--- src/verilog/aas_pkg.sv ---
// Register map, field layout and timing constants of the acquisition sequencer
package aas_pkg;
	// ------------------------------
	// Register offsets
	// ------------------------------
	localparam logic [7:0] OFF_CTRL   = 8'h00;
	localparam logic [7:0] OFF_CMD    = 8'h04;
	localparam logic [7:0] OFF_STATUS = 8'h08;
	localparam logic [7:0] OFF_ISTAT  = 8'h0C;
	localparam logic [7:0] OFF_IMASK  = 8'h10;
	localparam logic [7:0] OFF_COUNT  = 8'h14;
	localparam logic [7:0] OFF_PACE   = 8'h18;
	localparam logic [7:0] OFF_SLEN   = 8'h1C;
	localparam logic [7:0] OFF_DATA   = 8'h20;
	localparam logic [7:0] OFF_REMAIN = 8'h24;
	localparam logic [7:0] OFF_BLOCK  = 8'h28;
	localparam logic [7:0] OFF_SCAN   = 8'h40;
	// ------------------------------
	// Field positions
	// ------------------------------
	localparam int CTRL_W     = 5;
	localparam int CTRL_PEXT  = 2;
	localparam int CTRL_REFEN = 3;
	localparam int CTRL_DMA   = 4;
	localparam int CMD_START  = 0;
	localparam int CMD_STOP   = 1;
	localparam int CMD_CONV   = 2;
	localparam int CMD_BEGIN  = 3;
	localparam int INT_OVF    = 0;
	localparam int INT_DONE   = 1;
	localparam int INT_BLOCK  = 2;
	localparam int INT_SAMPLE = 3;
	localparam int INT_CFG    = 4;
	localparam int INT_W      = 5;
	localparam int PIN_BEGIN  = 0;
	localparam int PIN_SPLIT  = 1;
	localparam int PIN_HOLD   = 2;
	localparam int PIN_PACE   = 3;
	localparam int CH_W       = 4;
	localparam int RNG_LSB    = 4;
	localparam int RNG_W      = 2;
	localparam int ENT_REF    = 6;
	localparam int ENT_W      = 7;
	localparam int CODE_W     = 16;
	localparam int SCNT_W     = 24;
	// ------------------------------
	// Encodings and reset values
	// ------------------------------
	localparam logic [1:0]        MODE_SW     = 2'h0;
	localparam logic [1:0]        MODE_FIN    = 2'h1;
	localparam logic [1:0]        MODE_CONT   = 2'h2;
	localparam logic [1:0]        MODE_NB     = 2'h3;
	localparam logic [CH_W-1:0]   CH_GND_SELF = 4'h8;
	localparam logic              REF_DIFFERENTIAL_INPUT    = 1'b0;
	localparam logic              REF_SE      = 1'b1;
	localparam logic [1:0]        RESP_OKAY   = 2'h0;
	localparam logic [1:0]        RESP_SLVERR = 2'h2;
	localparam logic [SCNT_W-1:0] RST_COUNT   = 24'h000001;
	localparam logic [15:0]       RST_PACE    = 16'h0063;
	localparam logic [ENT_W-1:0]  RST_ENT     = 7'h00;
	// ------------------------------
	// Timing
	// ------------------------------
	localparam int CLK_NS     = 10;
	localparam int SETTLE_NS  = 20;
	localparam int SETTLE_CYC = (SETTLE_NS + CLK_NS - 1) / CLK_NS;

	typedef enum logic [2:0] {ST_IDLE, ST_ARMED, ST_PACE, ST_LOAD, ST_CONV} aas_state_type;
endpackage

--- src/verilog/aas_sample_fifo.sv ---
// Sample FIFO in flip-flops; a write while full drops the oldest word
module aas_sample_fifo #(
	parameter int WIDTH = 16,
	parameter int DEPTH = 16
) (
	// Clock and reset
	input  wire logic                  clk_i,
	input  wire logic                  srst_i,
	// Write side
	input  wire logic                  push_i,
	input  wire logic [WIDTH-1:0]      data_i,
	// Read side
	input  wire logic                  pop_i,
	output logic      [WIDTH-1:0]      data_o,
	output logic      [$clog2(DEPTH):0] count_o,
	output logic                       full_o,
	output logic                       empty_o
);
	localparam int AW = $clog2(DEPTH);

	logic [WIDTH-1:0] mem [DEPTH];
	logic [AW-1:0]    wr_ptr;
	logic [AW-1:0]    rd_ptr;
	logic             do_pop;

	function automatic logic [AW-1:0] inc(input logic [AW-1:0] p);
		return (p == AW'(DEPTH - 1)) ? '0 : p + 1'b1;
	endfunction

	assign full_o  = count_o == (AW + 1)'(DEPTH);
	assign empty_o = count_o == '0;
	assign data_o  = mem[rd_ptr];
	assign do_pop  = (pop_i && !empty_o) || (push_i && full_o);

	always_ff @(posedge clk_i) begin
		if (push_i) begin
			mem[wr_ptr] <= data_i;
		end
	end

	always_ff @(posedge clk_i) begin
		if (srst_i) begin
			wr_ptr  <= '0;
			rd_ptr  <= '0;
			count_o <= '0;
		end else begin
			if (push_i) begin
				wr_ptr <= inc(wr_ptr);
			end
			if (do_pop) begin
				rd_ptr <= inc(rd_ptr);
			end
			if (push_i && !do_pop) begin
				count_o <= count_o + 1'b1;
			end else if (!push_i && do_pop) begin
				count_o <= count_o - 1'b1;
			end
		end
	end
endmodule

--- src/verilog/aas_sequencer.sv ---
// Acquisition sequencer: register slave, scan list, pacing, triggers, interrupt
//
// Summary of operation
// - Every scan entry has its own ground-reference bit; the reference output follows channel bit 3 and a mismatch flags INT_CFG.
// - Internal channel reads the device's own input ground.
// - Range is loaded into the gain amplifier before each conversion.
// - Host command gives exactly one conversion in software timing.
// - Hardware timing paced by internal divider or external pacing input.
// - Buffered samples leave in blocks by DMA or interrupt.
// - Finite mode stops itself after the preset sample count.
// - Reference trigger allowed only with finite mode.
// - Continuous mode runs until the host stops it.
// - Sample into full FIFO overwrites old data and flags overflow.
// - Non-buffered mode: host reads samples straight from the FIFO.
// - Start, reference and pause trigger actions exist.
// - Triggers come from digital inputs; the start trigger can also be given by the host CMD_BEGIN command.
// - One channel at a time goes to the converter.
// - External channels differential, internal channel single-ended.
// - Each conversion gives a 16-bit code.
// - Sample counter loads request and counts down per pacing pulse.
//
// The AXI4-Lite register port and the placing of the registers were decided locally.
module aas_sequencer import aas_pkg::*; #(
	parameter int SCAN_N     = 8,
	parameter int FIFO_DEPTH = 16
) (
	// Clock and reset
	input  wire logic              clk_i,
	input  wire logic              srst_i,
	// AXI4-Lite slave
	input  wire logic [7:0]        s_axi_awaddr_i,
	input  wire logic              s_axi_awvalid_i,
	output logic                   s_axi_awready_o,
	input  wire logic [31:0]       s_axi_wdata_i,
	input  wire logic [3:0]        s_axi_wstrb_i,
	input  wire logic              s_axi_wvalid_i,
	output logic                   s_axi_wready_o,
	output logic      [1:0]        s_axi_bresp_o,
	output logic                   s_axi_bvalid_o,
	input  wire logic              s_axi_bready_i,
	input  wire logic [7:0]        s_axi_araddr_i,
	input  wire logic              s_axi_arvalid_i,
	output logic                   s_axi_arready_o,
	output logic      [31:0]       s_axi_rdata_o,
	output logic      [1:0]        s_axi_rresp_o,
	output logic                   s_axi_rvalid_o,
	input  wire logic              s_axi_rready_i,
	// Digital trigger and pacing pins
	input  wire logic              acquisition_begin_trigger_i,
	input  wire logic              pre_post_split_trigger_i,
	input  wire logic              acquisition_hold_trigger_i,
	input  wire logic              sample_pacing_clock_i,
	// Multiplexer, gain amplifier and converter
	output logic      [CH_W-1:0]   mux_sel_o,
	output logic      [RNG_W-1:0]  gain_range_o,
	output logic                   reference_mode_setting_o,
	output logic                   gain_load_o,
	output logic                   conv_start_o,
	input  wire logic              conv_done_i,
	input  wire logic [CODE_W-1:0] conv_code_i,
	// Host transfer
	output logic                   dma_req_o,
	output logic                   irq_o
);
	localparam int IDX_W = $clog2(SCAN_N);
	localparam int CNT_W = $clog2(FIFO_DEPTH) + 1;

	// ------------------------------
	// Declarations
	// ------------------------------
	logic              aw_held, w_held, do_wr;
	logic [7:0]        aw_addr;
	logic [31:0]       w_data, rd_mux;
	logic [3:0]        w_strb, cmd;
	logic [CTRL_W-1:0] ctrl;
	logic [1:0]        mode;
	logic [INT_W-1:0]  int_stat, int_mask, clr, ev;
	logic [SCNT_W-1:0] sample_cnt, remain;
	logic [15:0]       pace_div, pace_cnt;
	logic [IDX_W:0]    scan_len;
	logic [CNT_W-1:0]  block_size, fifo_cnt;
	logic [ENT_W-1:0]  scan_ent [SCAN_N];
	logic [ENT_W-1:0]  nxt_ent;
	aas_state_type     state;
	logic [IDX_W-1:0]  ent_idx, nxt_idx;
	logic [3:0]        settle;
	logic              single, split_seen, stop_pend;
	logic              buffered, counting, pace_pulse, last_ent, conv_end;
	logic              fin_done, start_bad, go_load, slen_wr, push, pop, full, empty;
	logic [CODE_W-1:0] fifo_data;
	logic [3:0]        pin_raw, pin_hi, pin_rise;

	function automatic logic [31:0] merge(input logic [31:0] old, input logic [31:0] d,
		input logic [3:0] s);
		logic [31:0] m;
		m = {{8{s[3]}}, {8{s[2]}}, {8{s[1]}}, {8{s[0]}}};
		return (old & ~m) | (d & m);
	endfunction

	function automatic logic is_scan(input logic [7:0] a);
		return a >= OFF_SCAN && a < OFF_SCAN + 8'(4 * SCAN_N) && a[1:0] == 2'h0;
	endfunction

	// ------------------------------
	// Pin synchronisers
	// ------------------------------
	assign pin_raw = {sample_pacing_clock_i, acquisition_hold_trigger_i,
		pre_post_split_trigger_i, acquisition_begin_trigger_i};

	genvar g;
	generate
		for (g = 0; g < 4; g++) begin : g_pin
			logic [2:0] q;
			logic       lvl;
			always_ff @(posedge clk_i) begin
				if (srst_i) begin
					q   <= 3'h0;
					lvl <= 1'b0;
				end else begin
					q <= {q[1:0], pin_raw[g]};
					if (q[1] == q[2]) begin
						lvl <= q[2];
					end
				end
			end
			assign pin_hi[g]   = lvl;
			assign pin_rise[g] = q[1] && q[2] && !lvl;
		end
	endgenerate

	// ------------------------------
	// Register bus
	// ------------------------------
	assign do_wr   = aw_held && w_held && !s_axi_bvalid_o;
	assign cmd     = (do_wr && aw_addr == OFF_CMD && w_strb[0]) ? w_data[3:0] : 4'h0;
	assign clr     = (do_wr && aw_addr == OFF_ISTAT && w_strb[0]) ? w_data[INT_W-1:0] : '0;
	assign slen_wr = do_wr && aw_addr == OFF_SLEN;
	assign pop     = s_axi_arvalid_i && s_axi_arready_o && s_axi_araddr_i == OFF_DATA
		&& !empty;

	always_ff @(posedge clk_i) begin
		if (srst_i) begin
			aw_held         <= 1'b0;
			w_held          <= 1'b0;
			aw_addr         <= 8'h00;
			w_data          <= 32'h0000_0000;
			w_strb          <= 4'h0;
			s_axi_awready_o <= 1'b0;
			s_axi_wready_o  <= 1'b0;
			s_axi_bvalid_o  <= 1'b0;
			s_axi_bresp_o   <= RESP_OKAY;
		end else begin
			if (s_axi_awvalid_i && s_axi_awready_o) begin
				aw_held         <= 1'b1;
				aw_addr         <= s_axi_awaddr_i;
				s_axi_awready_o <= 1'b0;
			end else if (!aw_held && !s_axi_bvalid_o) begin
				s_axi_awready_o <= 1'b1;
			end
			if (s_axi_wvalid_i && s_axi_wready_o) begin
				w_held         <= 1'b1;
				w_data         <= s_axi_wdata_i;
				w_strb         <= s_axi_wstrb_i;
				s_axi_wready_o <= 1'b0;
			end else if (!w_held && !s_axi_bvalid_o) begin
				s_axi_wready_o <= 1'b1;
			end
			if (do_wr) begin
				s_axi_bvalid_o <= 1'b1;
				s_axi_bresp_o  <= (is_scan(aw_addr) || (aw_addr <= OFF_BLOCK
					&& aw_addr[1:0] == 2'h0)) ? RESP_OKAY : RESP_SLVERR;
			end else if (s_axi_bvalid_o && s_axi_bready_i) begin
				s_axi_bvalid_o <= 1'b0;
				aw_held        <= 1'b0;
				w_held         <= 1'b0;
			end
		end
	end

	always_comb begin
		rd_mux = 32'h0000_0000;
		case (s_axi_araddr_i)
			OFF_CTRL:   rd_mux = 32'(ctrl);
			OFF_STATUS: rd_mux = {16'h0000, 8'(fifo_cnt), 4'h0, split_seen, full, empty,
				state != ST_IDLE};
			OFF_ISTAT:  rd_mux = 32'(int_stat);
			OFF_IMASK:  rd_mux = 32'(int_mask);
			OFF_COUNT:  rd_mux = 32'(sample_cnt);
			OFF_PACE:   rd_mux = 32'(pace_div);
			OFF_SLEN:   rd_mux = 32'(scan_len);
			OFF_DATA:   rd_mux = empty ? 32'h0000_0000 : 32'(fifo_data);
			OFF_REMAIN: rd_mux = 32'(remain);
			OFF_BLOCK:  rd_mux = 32'(block_size);
			default: begin
				if (is_scan(s_axi_araddr_i)) begin
					rd_mux = 32'(scan_ent[s_axi_araddr_i[IDX_W+1:2]]);
				end
			end
		endcase
	end

	always_ff @(posedge clk_i) begin
		if (srst_i) begin
			s_axi_arready_o <= 1'b0;
			s_axi_rvalid_o  <= 1'b0;
			s_axi_rdata_o   <= 32'h0000_0000;
			s_axi_rresp_o   <= RESP_OKAY;
		end else if (s_axi_arvalid_i && s_axi_arready_o) begin
			s_axi_arready_o <= 1'b0;
			s_axi_rvalid_o  <= 1'b1;
			s_axi_rdata_o   <= rd_mux;
			s_axi_rresp_o   <= (is_scan(s_axi_araddr_i) || (s_axi_araddr_i <= OFF_BLOCK
				&& s_axi_araddr_i[1:0] == 2'h0)) ? RESP_OKAY : RESP_SLVERR;
		end else if (s_axi_rvalid_o && s_axi_rready_i) begin
			s_axi_rvalid_o <= 1'b0;
		end else if (!s_axi_rvalid_o) begin
			s_axi_arready_o <= 1'b1;
		end
	end

	// ------------------------------
	// Configuration registers
	// ------------------------------
	always_ff @(posedge clk_i) begin
		if (srst_i) begin
			ctrl       <= '0;
			int_mask   <= '0;
			sample_cnt <= RST_COUNT;
			pace_div   <= RST_PACE;
			scan_len   <= (IDX_W + 1)'(1);
			block_size <= CNT_W'(FIFO_DEPTH / 2);
			for (int i = 0; i < SCAN_N; i++) begin
				scan_ent[i] <= RST_ENT;
			end
		end else if (do_wr) begin
			if (aw_addr == OFF_CTRL) ctrl <= CTRL_W'(merge(32'(ctrl), w_data, w_strb));
			if (aw_addr == OFF_IMASK) int_mask <= INT_W'(merge(32'(int_mask), w_data, w_strb));
			if (aw_addr == OFF_COUNT) sample_cnt <= SCNT_W'(merge(32'(sample_cnt), w_data, w_strb));
			if (aw_addr == OFF_PACE) pace_div <= 16'(merge(32'(pace_div), w_data, w_strb));
			if (aw_addr == OFF_BLOCK) block_size <= CNT_W'(merge(32'(block_size), w_data, w_strb));
			if (slen_wr && w_data != 32'h0 && w_data <= 32'(SCAN_N) && w_strb[0]) begin
				scan_len <= (IDX_W + 1)'(w_data);
			end
			if (is_scan(aw_addr)) begin
				scan_ent[aw_addr[IDX_W+1:2]] <= ENT_W'(merge(32'(scan_ent[aw_addr[IDX_W+1:2]]),
					w_data, w_strb));
			end
		end
	end

	// ------------------------------
	// Sequencer
	// ------------------------------
	assign mode       = ctrl[1:0];
	assign buffered   = mode == MODE_FIN || mode == MODE_CONT;
	assign counting   = mode == MODE_FIN && (!ctrl[CTRL_REFEN] || split_seen);
	assign pace_pulse = ctrl[CTRL_PEXT] ? pin_rise[PIN_PACE] : pace_cnt == 16'h0000;
	assign last_ent   = ent_idx == IDX_W'(scan_len - 1'b1);
	assign conv_end   = state == ST_CONV && conv_done_i;
	assign fin_done   = conv_end && !single && last_ent && counting && remain == '0;
	assign start_bad  = mode == MODE_SW || (ctrl[CTRL_REFEN] && mode != MODE_FIN)
		|| (mode == MODE_FIN && sample_cnt == '0);
	assign go_load    = (state == ST_IDLE && cmd[CMD_CONV] && mode == MODE_SW)
		|| (state == ST_PACE && pace_pulse && !pin_hi[PIN_HOLD] && !cmd[CMD_STOP])
		|| (conv_end && !single && !last_ent && !stop_pend && !cmd[CMD_STOP]);
	assign nxt_idx    = (state == ST_PACE) ? '0 : (state == ST_CONV) ? ent_idx + 1'b1 : ent_idx;
	assign nxt_ent    = scan_ent[nxt_idx];

	always_ff @(posedge clk_i) begin
		if (srst_i) begin
			state      <= ST_IDLE;
			ent_idx    <= '0;
			settle     <= 4'h0;
			single     <= 1'b0;
			split_seen <= 1'b0;
			stop_pend  <= 1'b0;
			remain     <= '0;
		end else begin
			unique case (state)
				ST_IDLE: begin
					if (cmd[CMD_START] && !start_bad) begin
						state      <= ST_ARMED;
						remain     <= sample_cnt;
						split_seen <= 1'b0;
						stop_pend  <= 1'b0;
						ent_idx    <= '0;
					end else if (go_load) begin
						state  <= ST_LOAD;
						single <= 1'b1;
						settle <= 4'(SETTLE_CYC);
					end else if (slen_wr) begin
						ent_idx <= '0;
					end
				end
				ST_ARMED: begin
					if (cmd[CMD_STOP]) begin
						state <= ST_IDLE;
					end else if (pin_rise[PIN_BEGIN] || cmd[CMD_BEGIN]) begin
						state <= ST_PACE;
					end
				end
				ST_PACE: begin
					if (cmd[CMD_STOP]) begin
						state <= ST_IDLE;
					end else if (go_load) begin
						state   <= ST_LOAD;
						single  <= 1'b0;
						ent_idx <= '0;
						settle  <= 4'(SETTLE_CYC);
						if (counting) remain <= remain - 1'b1;
					end
				end
				ST_LOAD: begin
					if (settle == 4'h0) state <= ST_CONV;
					else settle <= settle - 1'b1;
				end
				ST_CONV: begin
					if (conv_done_i) begin
						if (single) begin
							state   <= ST_IDLE;
							ent_idx <= last_ent ? '0 : ent_idx + 1'b1;
						end else if (go_load) begin
							state   <= ST_LOAD;
							ent_idx <= nxt_idx;
							settle  <= 4'(SETTLE_CYC);
						end else if (stop_pend || cmd[CMD_STOP] || fin_done) begin
							state <= ST_IDLE;
						end else begin
							state <= ST_PACE;
						end
					end
				end
			endcase
			if (cmd[CMD_STOP] && state != ST_IDLE) stop_pend <= 1'b1;
			if (state != ST_IDLE && ctrl[CTRL_REFEN] && pin_rise[PIN_SPLIT]) split_seen <= 1'b1;
		end
	end

	// Internal pacing divider, period pace_div + 1
	always_ff @(posedge clk_i) begin
		if (srst_i || state == ST_IDLE || state == ST_ARMED || pace_cnt == 16'h0000) begin
			pace_cnt <= srst_i ? RST_PACE : pace_div;
		end else begin
			pace_cnt <= pace_cnt - 1'b1;
		end
	end

	// ------------------------------
	// Converter side
	// ------------------------------
	always_ff @(posedge clk_i) begin
		if (srst_i) begin
			mux_sel_o                <= CH_GND_SELF;
			gain_range_o             <= '0;
			reference_mode_setting_o <= REF_SE;
			gain_load_o              <= 1'b0;
			conv_start_o             <= 1'b0;
		end else begin
			gain_load_o  <= go_load;
			conv_start_o <= state == ST_LOAD && settle == 4'h0;
			if (go_load) begin
				mux_sel_o    <= nxt_ent[CH_W-1:0];
				gain_range_o <= nxt_ent[RNG_LSB +: RNG_W];
				reference_mode_setting_o <= nxt_ent[CH_W-1] ? REF_SE : REF_DIFFERENTIAL_INPUT;
			end
		end
	end

	// ------------------------------
	// Sample FIFO, events and host requests
	// ------------------------------
	assign push = conv_end;

	aas_sample_fifo #(.WIDTH(CODE_W), .DEPTH(FIFO_DEPTH)) u_fifo (
		.clk_i   (clk_i),
		.srst_i  (srst_i),
		.push_i  (push),
		.data_i  (conv_code_i),
		.pop_i   (pop),
		.data_o  (fifo_data),
		.count_o (fifo_cnt),
		.full_o  (full),
		.empty_o (empty)
	);

	assign ev[INT_OVF]    = push && full && !pop;
	assign ev[INT_DONE]   = fin_done;
	assign ev[INT_BLOCK]  = push && !pop && buffered && !ctrl[CTRL_DMA]
		&& fifo_cnt == block_size - 1'b1;
	assign ev[INT_SAMPLE] = push && single;
	assign ev[INT_CFG]    = (state == ST_IDLE && cmd[CMD_START] && start_bad)
		|| (go_load && nxt_ent[ENT_REF] != nxt_ent[CH_W-1]);

	always_ff @(posedge clk_i) begin
		if (srst_i) begin
			int_stat  <= '0;
			irq_o     <= 1'b0;
			dma_req_o <= 1'b0;
		end else begin
			int_stat  <= (int_stat & ~clr) | ev;
			irq_o     <= |(int_stat & int_mask);
			dma_req_o <= ctrl[CTRL_DMA] && buffered && fifo_cnt >= block_size;
		end
	end
endmodule

--- config.mk ---
export PLATFORM = sky130hd
export DESIGN_NAME = aas_sequencer
export DESIGN_NICKNAME = d
export VERILOG_FILES = /design/src/verilog/aas_pkg.sv /design/src/verilog/aas_sample_fifo.sv /design/src/verilog/aas_sequencer.sv
export SDC_FILE = /design/constraint.sdc
export NUM_CORES = 1
export LEC_CHECK = 0
export BUFFER_PORTS_ARGS = -buffer_cell sky130_fd_sc_hd__buf_2
export CAP_MARGIN = 20
export CORE_ASPECT_RATIO = 0.9
export CORE_MARGIN = 2
export CORE_UTILIZATION = 35
export CTS_BUF_LIST = sky130_fd_sc_hd__clkbuf_16
export CTS_CLUSTER_DIAMETER = 30
export CTS_CLUSTER_SIZE = 12
export DETAILED_ROUTE_END_ITERATION = 8
export GPL_TIMING_DRIVEN = 0
export REMOVE_ABC_BUFFERS = 1
export SLEW_MARGIN = 25
export SYNTH_ARGS = -nofsm -noshare
export SYNTH_HDL_FRONTEND = slang
export SYNTH_SLANG_ARGS = --single-unit
--- constraint.sdc ---
create_clock -name clk_i -period 8.04 [get_ports clk_i]
set_input_delay 1.608 -clock clk_i [delete_from_list [all_inputs] [get_ports clk_i]]
set_output_delay 1.608 -clock clk_i [all_outputs]
set_load 0.03 [all_outputs]
After elaboration in Yosys (flattened, before gate mapping):

Memory sizes are Yosys's and may differ from the RTL's. A register that Yosys moved wholly into a read port is not among the register bits.
Cells that the tools add are included.

* ROM bits: 0
* flip-flop bits (word level): 243
* word-level logic and storage cells: 360
* memories kept: 2
* latch bits: 0
* bits in writable memories: 312

* multiply operators: 0
* div/mod/pow operators: 0
* equal/unequal tests: 47
* shift-type cells: 0
* add/subtract/negate cells: 10
* reduce and logical (&&, ||, !) cells: 143
* $lt $le $gt $ge: 8
* bitwise operators: 20
* multiplexer cells: 84

Memories
* u_fifo.mem: depth 16, width 16, rd ports 1, clocked after memory_dff 1, wr ports 1, RTL line aas_sample_fifo.sv:21 `logic [WIDTH-1:0] mem [DEPTH];`
* scan_ent: depth 8, width 7, rd ports 3, clocked after memory_dff 1, wr ports 8, RTL line aas_sequencer.sv:82 `logic [ENT_W-1:0] scan_ent [SCAN_N];`

Operators with widths (count)
* 24-bit one-hot mux with 10 select lines: 1
* 24-bit two-way mux: 4
* 1-bit logical AND: 67
* 8-bit by 5-bit equality test with 1-bit output, second input constant: 8
* 3-bit two-way mux: 21
* 24-bit bitwise AND: 2
* 24-bit logical NOT: 2
* 16-bit two-way mux: 3
* 24-bit one-hot mux with 2 select lines: 1
* 4-bit two-way mux: 11
* 8-bit by 6-bit equality test with 1-bit output, second input constant: 4
* 32-bit by 4-bit <= comparator with 1-bit output, second input constant: 1
* 32-bit nonzero test: 1
* 1-bit two-way mux: 29
* 5-bit bitwise AND: 5
* 8-bit by 4-bit equality test with 1-bit output, second input constant: 3
* 24-bit NOT: 1
* 24-bit OR: 1
* 24-bit by 1-bit subtractor with 24-bit output, second input constant: 1
* 5-bit OR: 4
* 1-bit logical NOT: 18
* 2-bit != test, second input constant: 9
* 2-bit AND reduction: 9
* 16-bit bitwise AND: 1
* 55 further kinds: 105

Depth between registers and ports, before layout:

Gate-level depths: netlist (run 1).

* word-level depth: 13
* depth in mapped cells: 15
* gate-level depth less buffers: 14

Cells and area by module:

From an unflattened synthesis (run 1), not the netlist that was laid out.

* cell total of the unflattened synthesis: 2058
* area total of the unflattened synthesis: 24785.0 um^2

By module, submodules not included
* aas_sequencer: area an instance 13909.6 um^2, cells each 1547, instances 1, sequential area each 6125.9 um^2
* aas_sample_fifo: area an instance 10875.4 um^2, cells each 511, instances 1, sequential area each 8027.7 um^2

Worst setup path before layout (run 1):

No wires, ideal clock.

* path type: in2reg
* start point: input s_axi_araddr_i[1]
* end point: register u_fifo.count_o[4]
* slack: 3730 ps
* setup time: 72 ps
* arrival: 4238 ps
* data required time: 7968 ps
* buffers on the path: 1
* stages on the path: 14
* path through: or2_2 > clkbuf_1 > nor3_1 > nand2_1 > o22ai_1 > nand2_1 > ha_1 > inv_1 > ha_1 > a21o_1 > a21oi_1 > xnor2_1 > or3_1 > a21oi_1

* cells in the longest elaborated chain, start to end: 8

RTL lines
* from (decl): RTL line aas_sequencer.sv:41 `input wire logic [7:0] s_axi_araddr_i,`
* 8-bit by 6-bit equality test with 1-bit output *: RTL line aas_sequencer.sv:138 `assign pop = s_axi_arvalid_i && s_axi_arready_o && s_axi_araddr_i == OFF_DATA`
* 1-bit logical AND *: RTL line aas_sequencer.sv:138
* 1-bit logical AND *: RTL line aas_sequencer.sv:139 `&& !empty;`
* 1-bit logical AND *: RTL line aas_sample_fifo.sv:33 `assign do_pop = (pop_i && !empty_o) || (push_i && full_o);`
* 1-bit logical OR *: RTL line aas_sample_fifo.sv:33
* 1-bit logical NOT: RTL line aas_sample_fifo.sv:53 `if (push_i && !do_pop) begin`
* 1-bit logical AND: RTL line aas_sample_fifo.sv:53
* 5-bit two-way mux or 2-bit nonzero test (tied branches)
* to (signal assigned): RTL line aas_sample_fifo.sv:54 `count_o <= count_o + 1'b1;`
* to (signal assigned): RTL line aas_sample_fifo.sv:56 `count_o <= count_o - 1'b1;`
* to (decl): RTL line aas_sample_fifo.sv:15 `output logic [$clog2(DEPTH):0] count_o,`

Mark *: on every way between the ends. The rest lies on a longest branch, timed or not.
A chain may end at the register's enable or synchronous reset.

==> results_dict.tcl, run 1 <==
set metrics [dict create \
    worst_setup_path_end_kind "register" \
    die-area_sq_mm 0.0718 \
    clkSlewWorstSetupHoldPaths_ps 50 \
    worst_pin_slew_ps 964 \
    yosys.area.top_type_share_pct 38.4 \
    yosys-top-cells-count "edfxtp_1 (312), dfxtp_1 (239), nor2_1 (237), nand2_1 (214), a21oi_1 (129)" \
    yosysMostFrequentCell "edfxtp_1" \
    vias 17422 \
    synth_cells 2031 \
    leakage_uw 0.0106 \
    synthTopCellsByArea "edfxtp_1 (38%), dfxtp_1 (20%), mux4_2 (9.8%)" \
    portBuffers 120 \
    ant_nets 0 \
    layout-drive-gt1-share_pct 22.4 \
    grt_max_degree 111 \
    swShare_pct 23.1 \
    dp_hpwl_um 45600 \
    cpPeakStageDelay_ps 910 \
    stdcell_count 3203 \
    grt_overflow_total 0 \
    setup_viol 0 \
    synthFlopType "edfxtp_1" \
    ir_drop_uv 196 \
    min_path_cells 1 \
    io_pins 132 \
    worst-setup-path-type "in -> reg" \
    grt_pass1_wl_um 103000 \
    ys_warn_count 0 \
    place_ws_ps 3150 \
    crit_chain "buf_8 > buf_16 > clkinv_1 > nand3_1 > nor2_1 > nand2_1 > nand2_1" \
    hold_ws_ps 444 \
    clk_latency_ps 660 \
    cell_internal_pwr_uw 5940 \
    worst_hold_path_type "reg -> reg" \
    syn_avg_cell_area_sq_um 12.0 \
    arrival_ps 4810 \
    switchingPower_uw 1790 \
    drc_errors 0 \
    crit_fanout 110 \
    row_count 91 \
    finClkSkew_ps 27.6 \
    cts_tree "yes" \
    cts.repair.resized 0 \
    cp_common_cell "nand2_1" \
    via_per_inst 5.44 \
    critPathSlowestCell "clkinv_1" \
    detail_route.wl_per_cell_um 21.3 \
    syn_to_final_growth_pct 22.9 \
    clkPwrFrac_pct 57.2 \
    num_antenna_cells 0 \
    rr_worst_depth 8 \
    core-area_sq_mm 0.0688 \
    ys_seq_area_share_pct 58.0 \
    start_util_pct 35.5 \
    crit_cells 7 \
    finalHoldViolCount 0 \
    max_slew_margin_pct 35.2 \
    synth_edf_count 312 \
    cpLargestDelayFamily "buffers and inverters" \
    period_needed_ps 4560 \
    combinationalPowerShare_pct 3.3 \
    cts_htree_levels 3 \
    postCtsSetupBuffers 0 \
    async_flop_share_pct 0 \
    dieWidth_um 282 \
    gp_congestion 0.901 \
    drt-initial-drc-count 1562 \
    path_buf_inv 3 \
    fin_tns_setup_ps 0 \
    grt_pass1_vias 17161 \
    synthDistinctLibCells 82 \
    fmax_ghz 0.219 \
    status "finished clean" \
    placed_cells 3004 \
    die_h_um 254 \
    cts.sinks 551 \
    synth_area_leader_cell "edfxtp_1" \
    crit_path_start_kind "input port" \
    post-route-period-util_pct 56.7 \
    clock_path_buffers 3 \
    report.final.slew_viol_count 0 \
    cts_hold_buf 0 \
    drt_first_pass_iters 6 \
    track_usage_pct 19.0 \
    num-nets-final 2289 \
    ys_seq_elements 551 \
    final.setup.worst_slack_ps 3480 \
    required_ps 8290 \
    root_buffer "clkbuf_16" \
    power.density_mw_per_mm2 258 \
    grt_antenna_before_repair 2 \
    drv_cap 0 \
    rsz0062_at_grt "no" \
    wl_um 68400 \
    seq_power_share_pct 39.5 \
    cts_buffers 105 \
    synth_area_sq_mm 0.0244 \
]
## final timing paths
path	slack (ps)	from	to
max	3480	srst_i	scan_ent[0][5]$_SDFFCE_PN0P_
min	440	g_pin[0].q[0]$_SDFF_PP0_	g_pin[0].q[1]$_SDFF_PP0_
max reg2reg	4110	w_strb[0]$_SDFFE_PP0P_	remain[21]$_SDFFE_PP0P_
min reg2reg	440	g_pin[0].q[0]$_SDFF_PP0_	g_pin[0].q[1]$_SDFF_PP0_
## cell families (layout without fill, tap and decap cells)
logic type / after synthesis / after routing / synth area share (%)
other: 1 / 10 / 0.0154
XOR/XNOR: 31 / 31 / 1.17
flip-flops: 551 / 551 / 58.0
buffers and inverters: 162 / 395 / 2.83
AO/OA/AOI/OAI: 379 / 379 / 9.92
AND/OR/NAND/NOR: 667 / 667 / 12.4
multiplexers: 212 / 212 / 14.2
adder cells (fa/ha/maj): 28 / 28 / 1.47
## placed cells by master (no fill, tap or decap), types with 12 or more instances in the layout
cell type   instances
ha_1               27
clkinv_2           18
mux4_2            106
o21ai_0            87
xnor2_1            19
clkbuf_16         109
a22o_1             12
a211oi_1           27
nor3_1             31
nor4_1             20
inv_1              44
nand4_1            12
dfxtp_1           234
edfxtp_1          312
nor2b_1            27
mux2i_1            96
nand3_1            45
nor2_1            230
a22oi_1            39
buf_2             127
buf_4              14
a21oi_1           128
nand2_1           213
clkinvlp_4         14
## stage by stage
step | util, % | cell area [sq um] | total power (uW)
CTS | 43.6 | 30000 | 7800
global placement | 37.3 | 25600 | 3350
detailed placement | 38.3 | 26300 | 3360
finish | 43.6 | 30000 | 7730
global route | 43.6 | 30000 | 7980
floorplan | - | 23900 | 3220
## power groups by stage
stage	logic, uW	clock network, uW	registers, uW
after floorplan	132	0	3090
after global placement	242	0	3100
after detailed placement	256	0	3100
after CTS	257	4490	3050
after global routing	283	4640	3050
final	258	4420	3050
## per-layer routing
metal / vias up / routed length, um / GRT usage, %
met5: - / 33 / 0
met4: 4 / 1630 / 5.97
met3: 124 / 4640 / 3.92
met2: 638 / 33100 / 31.1
met1: 8729 / 29000 / 25.3
li1: 7927 / - / -
## area by class of cell
cell class,count,area [sq um]
clock buffer,109,2730
clock inverter,90,927
fill,6300,38800
inverter,37,139
multi-input combinational,1327,9740
sequential,551,14200
tap,930,1160
timing repair buffer,159,1120
Note: power is estimated with default switching activity, not from simulation.
==> inputs of run 2 (changes only) <==
--- a/config.mk
+++ b/config.mk
@@ -5,6 +5,7 @@
 export SDC_FILE = /design/constraint.sdc
 export NUM_CORES = 1
 export LEC_CHECK = 0
+export ABC_AREA = 1
 export BUFFER_PORTS_ARGS = -buffer_cell sky130_fd_sc_hd__buf_2
 export CAP_MARGIN = 20
 export CORE_ASPECT_RATIO = 0.9
==> constraint.sdc (replaced) <==
create_clock -name clk_i -period 4.05 [get_ports clk_i]
set_input_delay 0.81 -clock clk_i [delete_from_list [all_inputs] [get_ports clk_i]]
set_output_delay 0.81 -clock clk_i [all_outputs]
set_load 0.03 [all_outputs]
==> run 2 against run 1 <==
Critical path depth rose by 11. Critical endpoint is now u_fifo.count_o[4]$_SDFFE_PP0P_. Sequential power is 99% higher. Highest routed layer unchanged. Combinational power rose to 3.0 times the previous value. First-iteration DRC count rose by 29%. Critical path type is now reg -> reg.
==> results_dict.tcl, run 2 <==
set metrics [dict create \
    status "finished clean" \
    cts.sinks 551 \
    crit_path_start_kind "register" \
    dieWidth_um 287 \
    ys_warn_count 0 \
    ys_seq_area_share_pct 56.2 \
    p_total_uw 16000 \
    worst_hold_path_type "in -> reg" \
    synthTopCellsByArea "edfxtp_1 (37%), dfxtp_1 (19%), o21ai_0 (7.3%)" \
    cp_common_cell "nand2_1" \
    cts_tree "yes" \
    root_buffer "clkbuf_16" \
    grt_antenna_before_repair 2 \
    final_common_cell "nor2_1" \
    ant_nets 0 \
    via_per_inst 5.21 \
    grt_overflow_total 0 \
    hold_ws_ps 360 \
    synth_cells 2878 \
    row_count 93 \
    wl_um 75000 \
    met3_length_um 5610 \
    cts_hold_buf 0 \
    crit_chain "nor2_4 > nand2_2 > inv_2 > nand2_1 > inv_1 > nand2_1 > nand2_1 > inv_2 > ha_1 > inv_1 > fa_1 > a21o_1 > a21oi_1 > nor2_1 > nor2_1 > nand2_1 > o21ai_0 > a21oi_1" \
    clk_latency_ps 660 \
    cpPeakStageDelay_ps 490 \
    vias 21105 \
    cts_buffers 114 \
    r2r_start "state[1]$_SDFFE_PP0P_" \
    synth_area_leader_cell "edfxtp_1" \
    start_util_pct 35.3 \
    synthFlopType "edfxtp_1" \
    finClkSkew_ps 58.3 \
    cts_htree_levels 3 \
    drv_cap 0 \
    ir_drop_uv 349 \
    synth_area_sq_mm 0.0252 \
    yosys-top-cells-count "nor2_1 (455), nand2_1 (410), o21ai_0 (369), edfxtp_1 (312), inv_1 (261)" \
    synth_edf_count 312 \
    finalHoldViolCount 0 \
    arrival_ps 4050 \
    clkSlewWorstSetupHoldPaths_ps 50 \
    fmax_ghz 0.283 \
    synthDistinctLibCells 55 \
    seq_power_share_pct 37.9 \
    portBuffers 120 \
    worst_pin_slew_ps 1020 \
    routed.top_layer "met5" \
    cell_internal_pwr_uw 12300 \
    die-area_sq_mm 0.0741 \
    cpLargestDelayFamily "simple AND/OR/NAND/NOR gates" \
    required_ps 4570 \
    yosysMostFrequentCell "nor2_1" \
    detail_route.wl_per_cell_um 18.5 \
    hold_start "sample_pacing_clock_i" \
    io_pins 132 \
    gp_congestion 0.920 \
    drc_errors 0 \
    yosys.area.top_type_share_pct 37.2 \
    path_buf_inv 4 \
    worst-setup-path-type "reg -> reg" \
    drt_first_pass_iters 6 \
    met2_length_um 33300 \
    clock_path_buffers 3 \
    ys_seq_elements 551 \
    syn_to_final_growth_pct 22.2 \
    clkPwrFrac_pct 57.2 \
    period_needed_ps 3530 \
    combinationalPowerShare_pct 4.9 \
    worst_setup_path_end_kind "register" \
    report.final.slew_viol_count 0 \
    die_h_um 258 \
    syn_avg_cell_area_sq_um 8.75 \
    final_cell_mix "nor2_1 (437), nand2_1 (408), o21ai_0 (369)" \
    grt_pass1_wl_um 114000 \
    drt-initial-drc-count 2019 \
    power.density_mw_per_mm2 521 \
    async_flop_share_pct 0 \
    grt_max_degree 88 \
    setup_viol 0 \
    layout-drive-gt1-share_pct 12.5 \
    post-route-period-util_pct 87.1 \
    rsz0062_at_grt "no" \
    core-area_sq_mm 0.0713 \
    switchingPower_uw 3680 \
    max_slew_margin_pct 32.2 \
    num-nets-final 3107 \
    track_usage_pct 19.8 \
    startpoint "state[1]$_SDFFE_PP0P_" \
    fin_tns_setup_ps 0 \
    wl_met1_um 34000 \
    swShare_pct 23.0 \
    crit_fanout 11 \
    dp_hpwl_um 48900 \
    grt_pass1_vias 19651 \
    critPathSlowestCell "dfxtp_1" \
    leakage_uw 0.0119 \
]
run 2: changes by cell type after synthesis, moves of 106 or more:
cell / previous run / this run
nand2_1: 214 / 410
nor2_1: 237 / 455
nand3_1: 45 / 189
mux4_2: 106 / 0
inv_1: 36 / 261
o21ai_0: 87 / 369
run 2: worst min-delay path: stages:
cell and delay (ps):
buf_2 70, inv_1 30, nor2_1 60
run 2: power by group through the flow:
stage | Clock, uW | Sequential [uW] | Combinational, uW
6_report | 9170 | 6070 | 783
5_1_grt | 9570 | 6070 | 870
3_5_place_dp | 0 | 6170 | 770
3_3_place_gp | 0 | 6170 | 752
2_1_floorplan | 0 | 6160 | 449
4_1_cts | 9280 | 6070 | 775
run 2: cell families after synthesis:
| family | after synthesis | synth area share [%] |
|---|---|---|
| simple gates | 1131 | 18.8 |
| compound gates | 720 | 15.8 |
| flops | 551 | 56.2 |
| buf+inv | 417 | 6.67 |
| xor+xnor | 30 | 1.04 |
| fa+ha+maj | 28 | 1.42 |
| other cells | 1 | 0.0149 |
run 2: stage by stage:
stage          instance area [sq um]  cells  worst slack [ps]  util [%]
5_1_grt                        30700   4046               197      43.1
6_report                       30700   4047               521      43.1
3_5_place_dp                   26900   3832              -841      37.7
4_1_cts                        30700   4045               144      43.1
2_1_floorplan                  24600   2747              -283         -
3_3_place_gp                   26400   3817             -4000      37.0
run 2: routing by layer:
layer	GRT usage, %	up-vias
met5	0	-
met4	6.60	2
met3	3.88	167
met2	30.3	787
met1	28.0	10018
li1	-	10131
run 2: final timing paths:
check | endpoint | slack, ps | depth (start not counted)
hold / removal | g_pin[3].q[0]$_SDFF_PP0_ | 360 | 3
hold reg to reg | g_pin[3].q[1]$_SDFF_PP0_ | 400 | 2
setup / recovery | u_fifo.count_o[4]$_SDFFE_PP0P_ | 520 | 18
setup reg to reg | u_fifo.count_o[4]$_SDFFE_PP0P_ | 520 | 18
run 2: layout make-up:
cell class                 count  area, sq um
sequential                   551        14200
clock inverter                97          950
fill                        6939        40600
inverter                     277         1060
timing repair buffer         136          968
tap                          950         1190
multi-input combinational   1919         9520
antenna                        1         2.50
clock buffer                 116         2900
run 2: timing repair:
| item | in CTS | in global routing |
|---|---|---|
| buffers inserted | 0 | 1 |
| setup endpoints to repair | 2 | 2 |
| resized for setup | 1 | 0 |
| pin swaps | 0 | 1 |
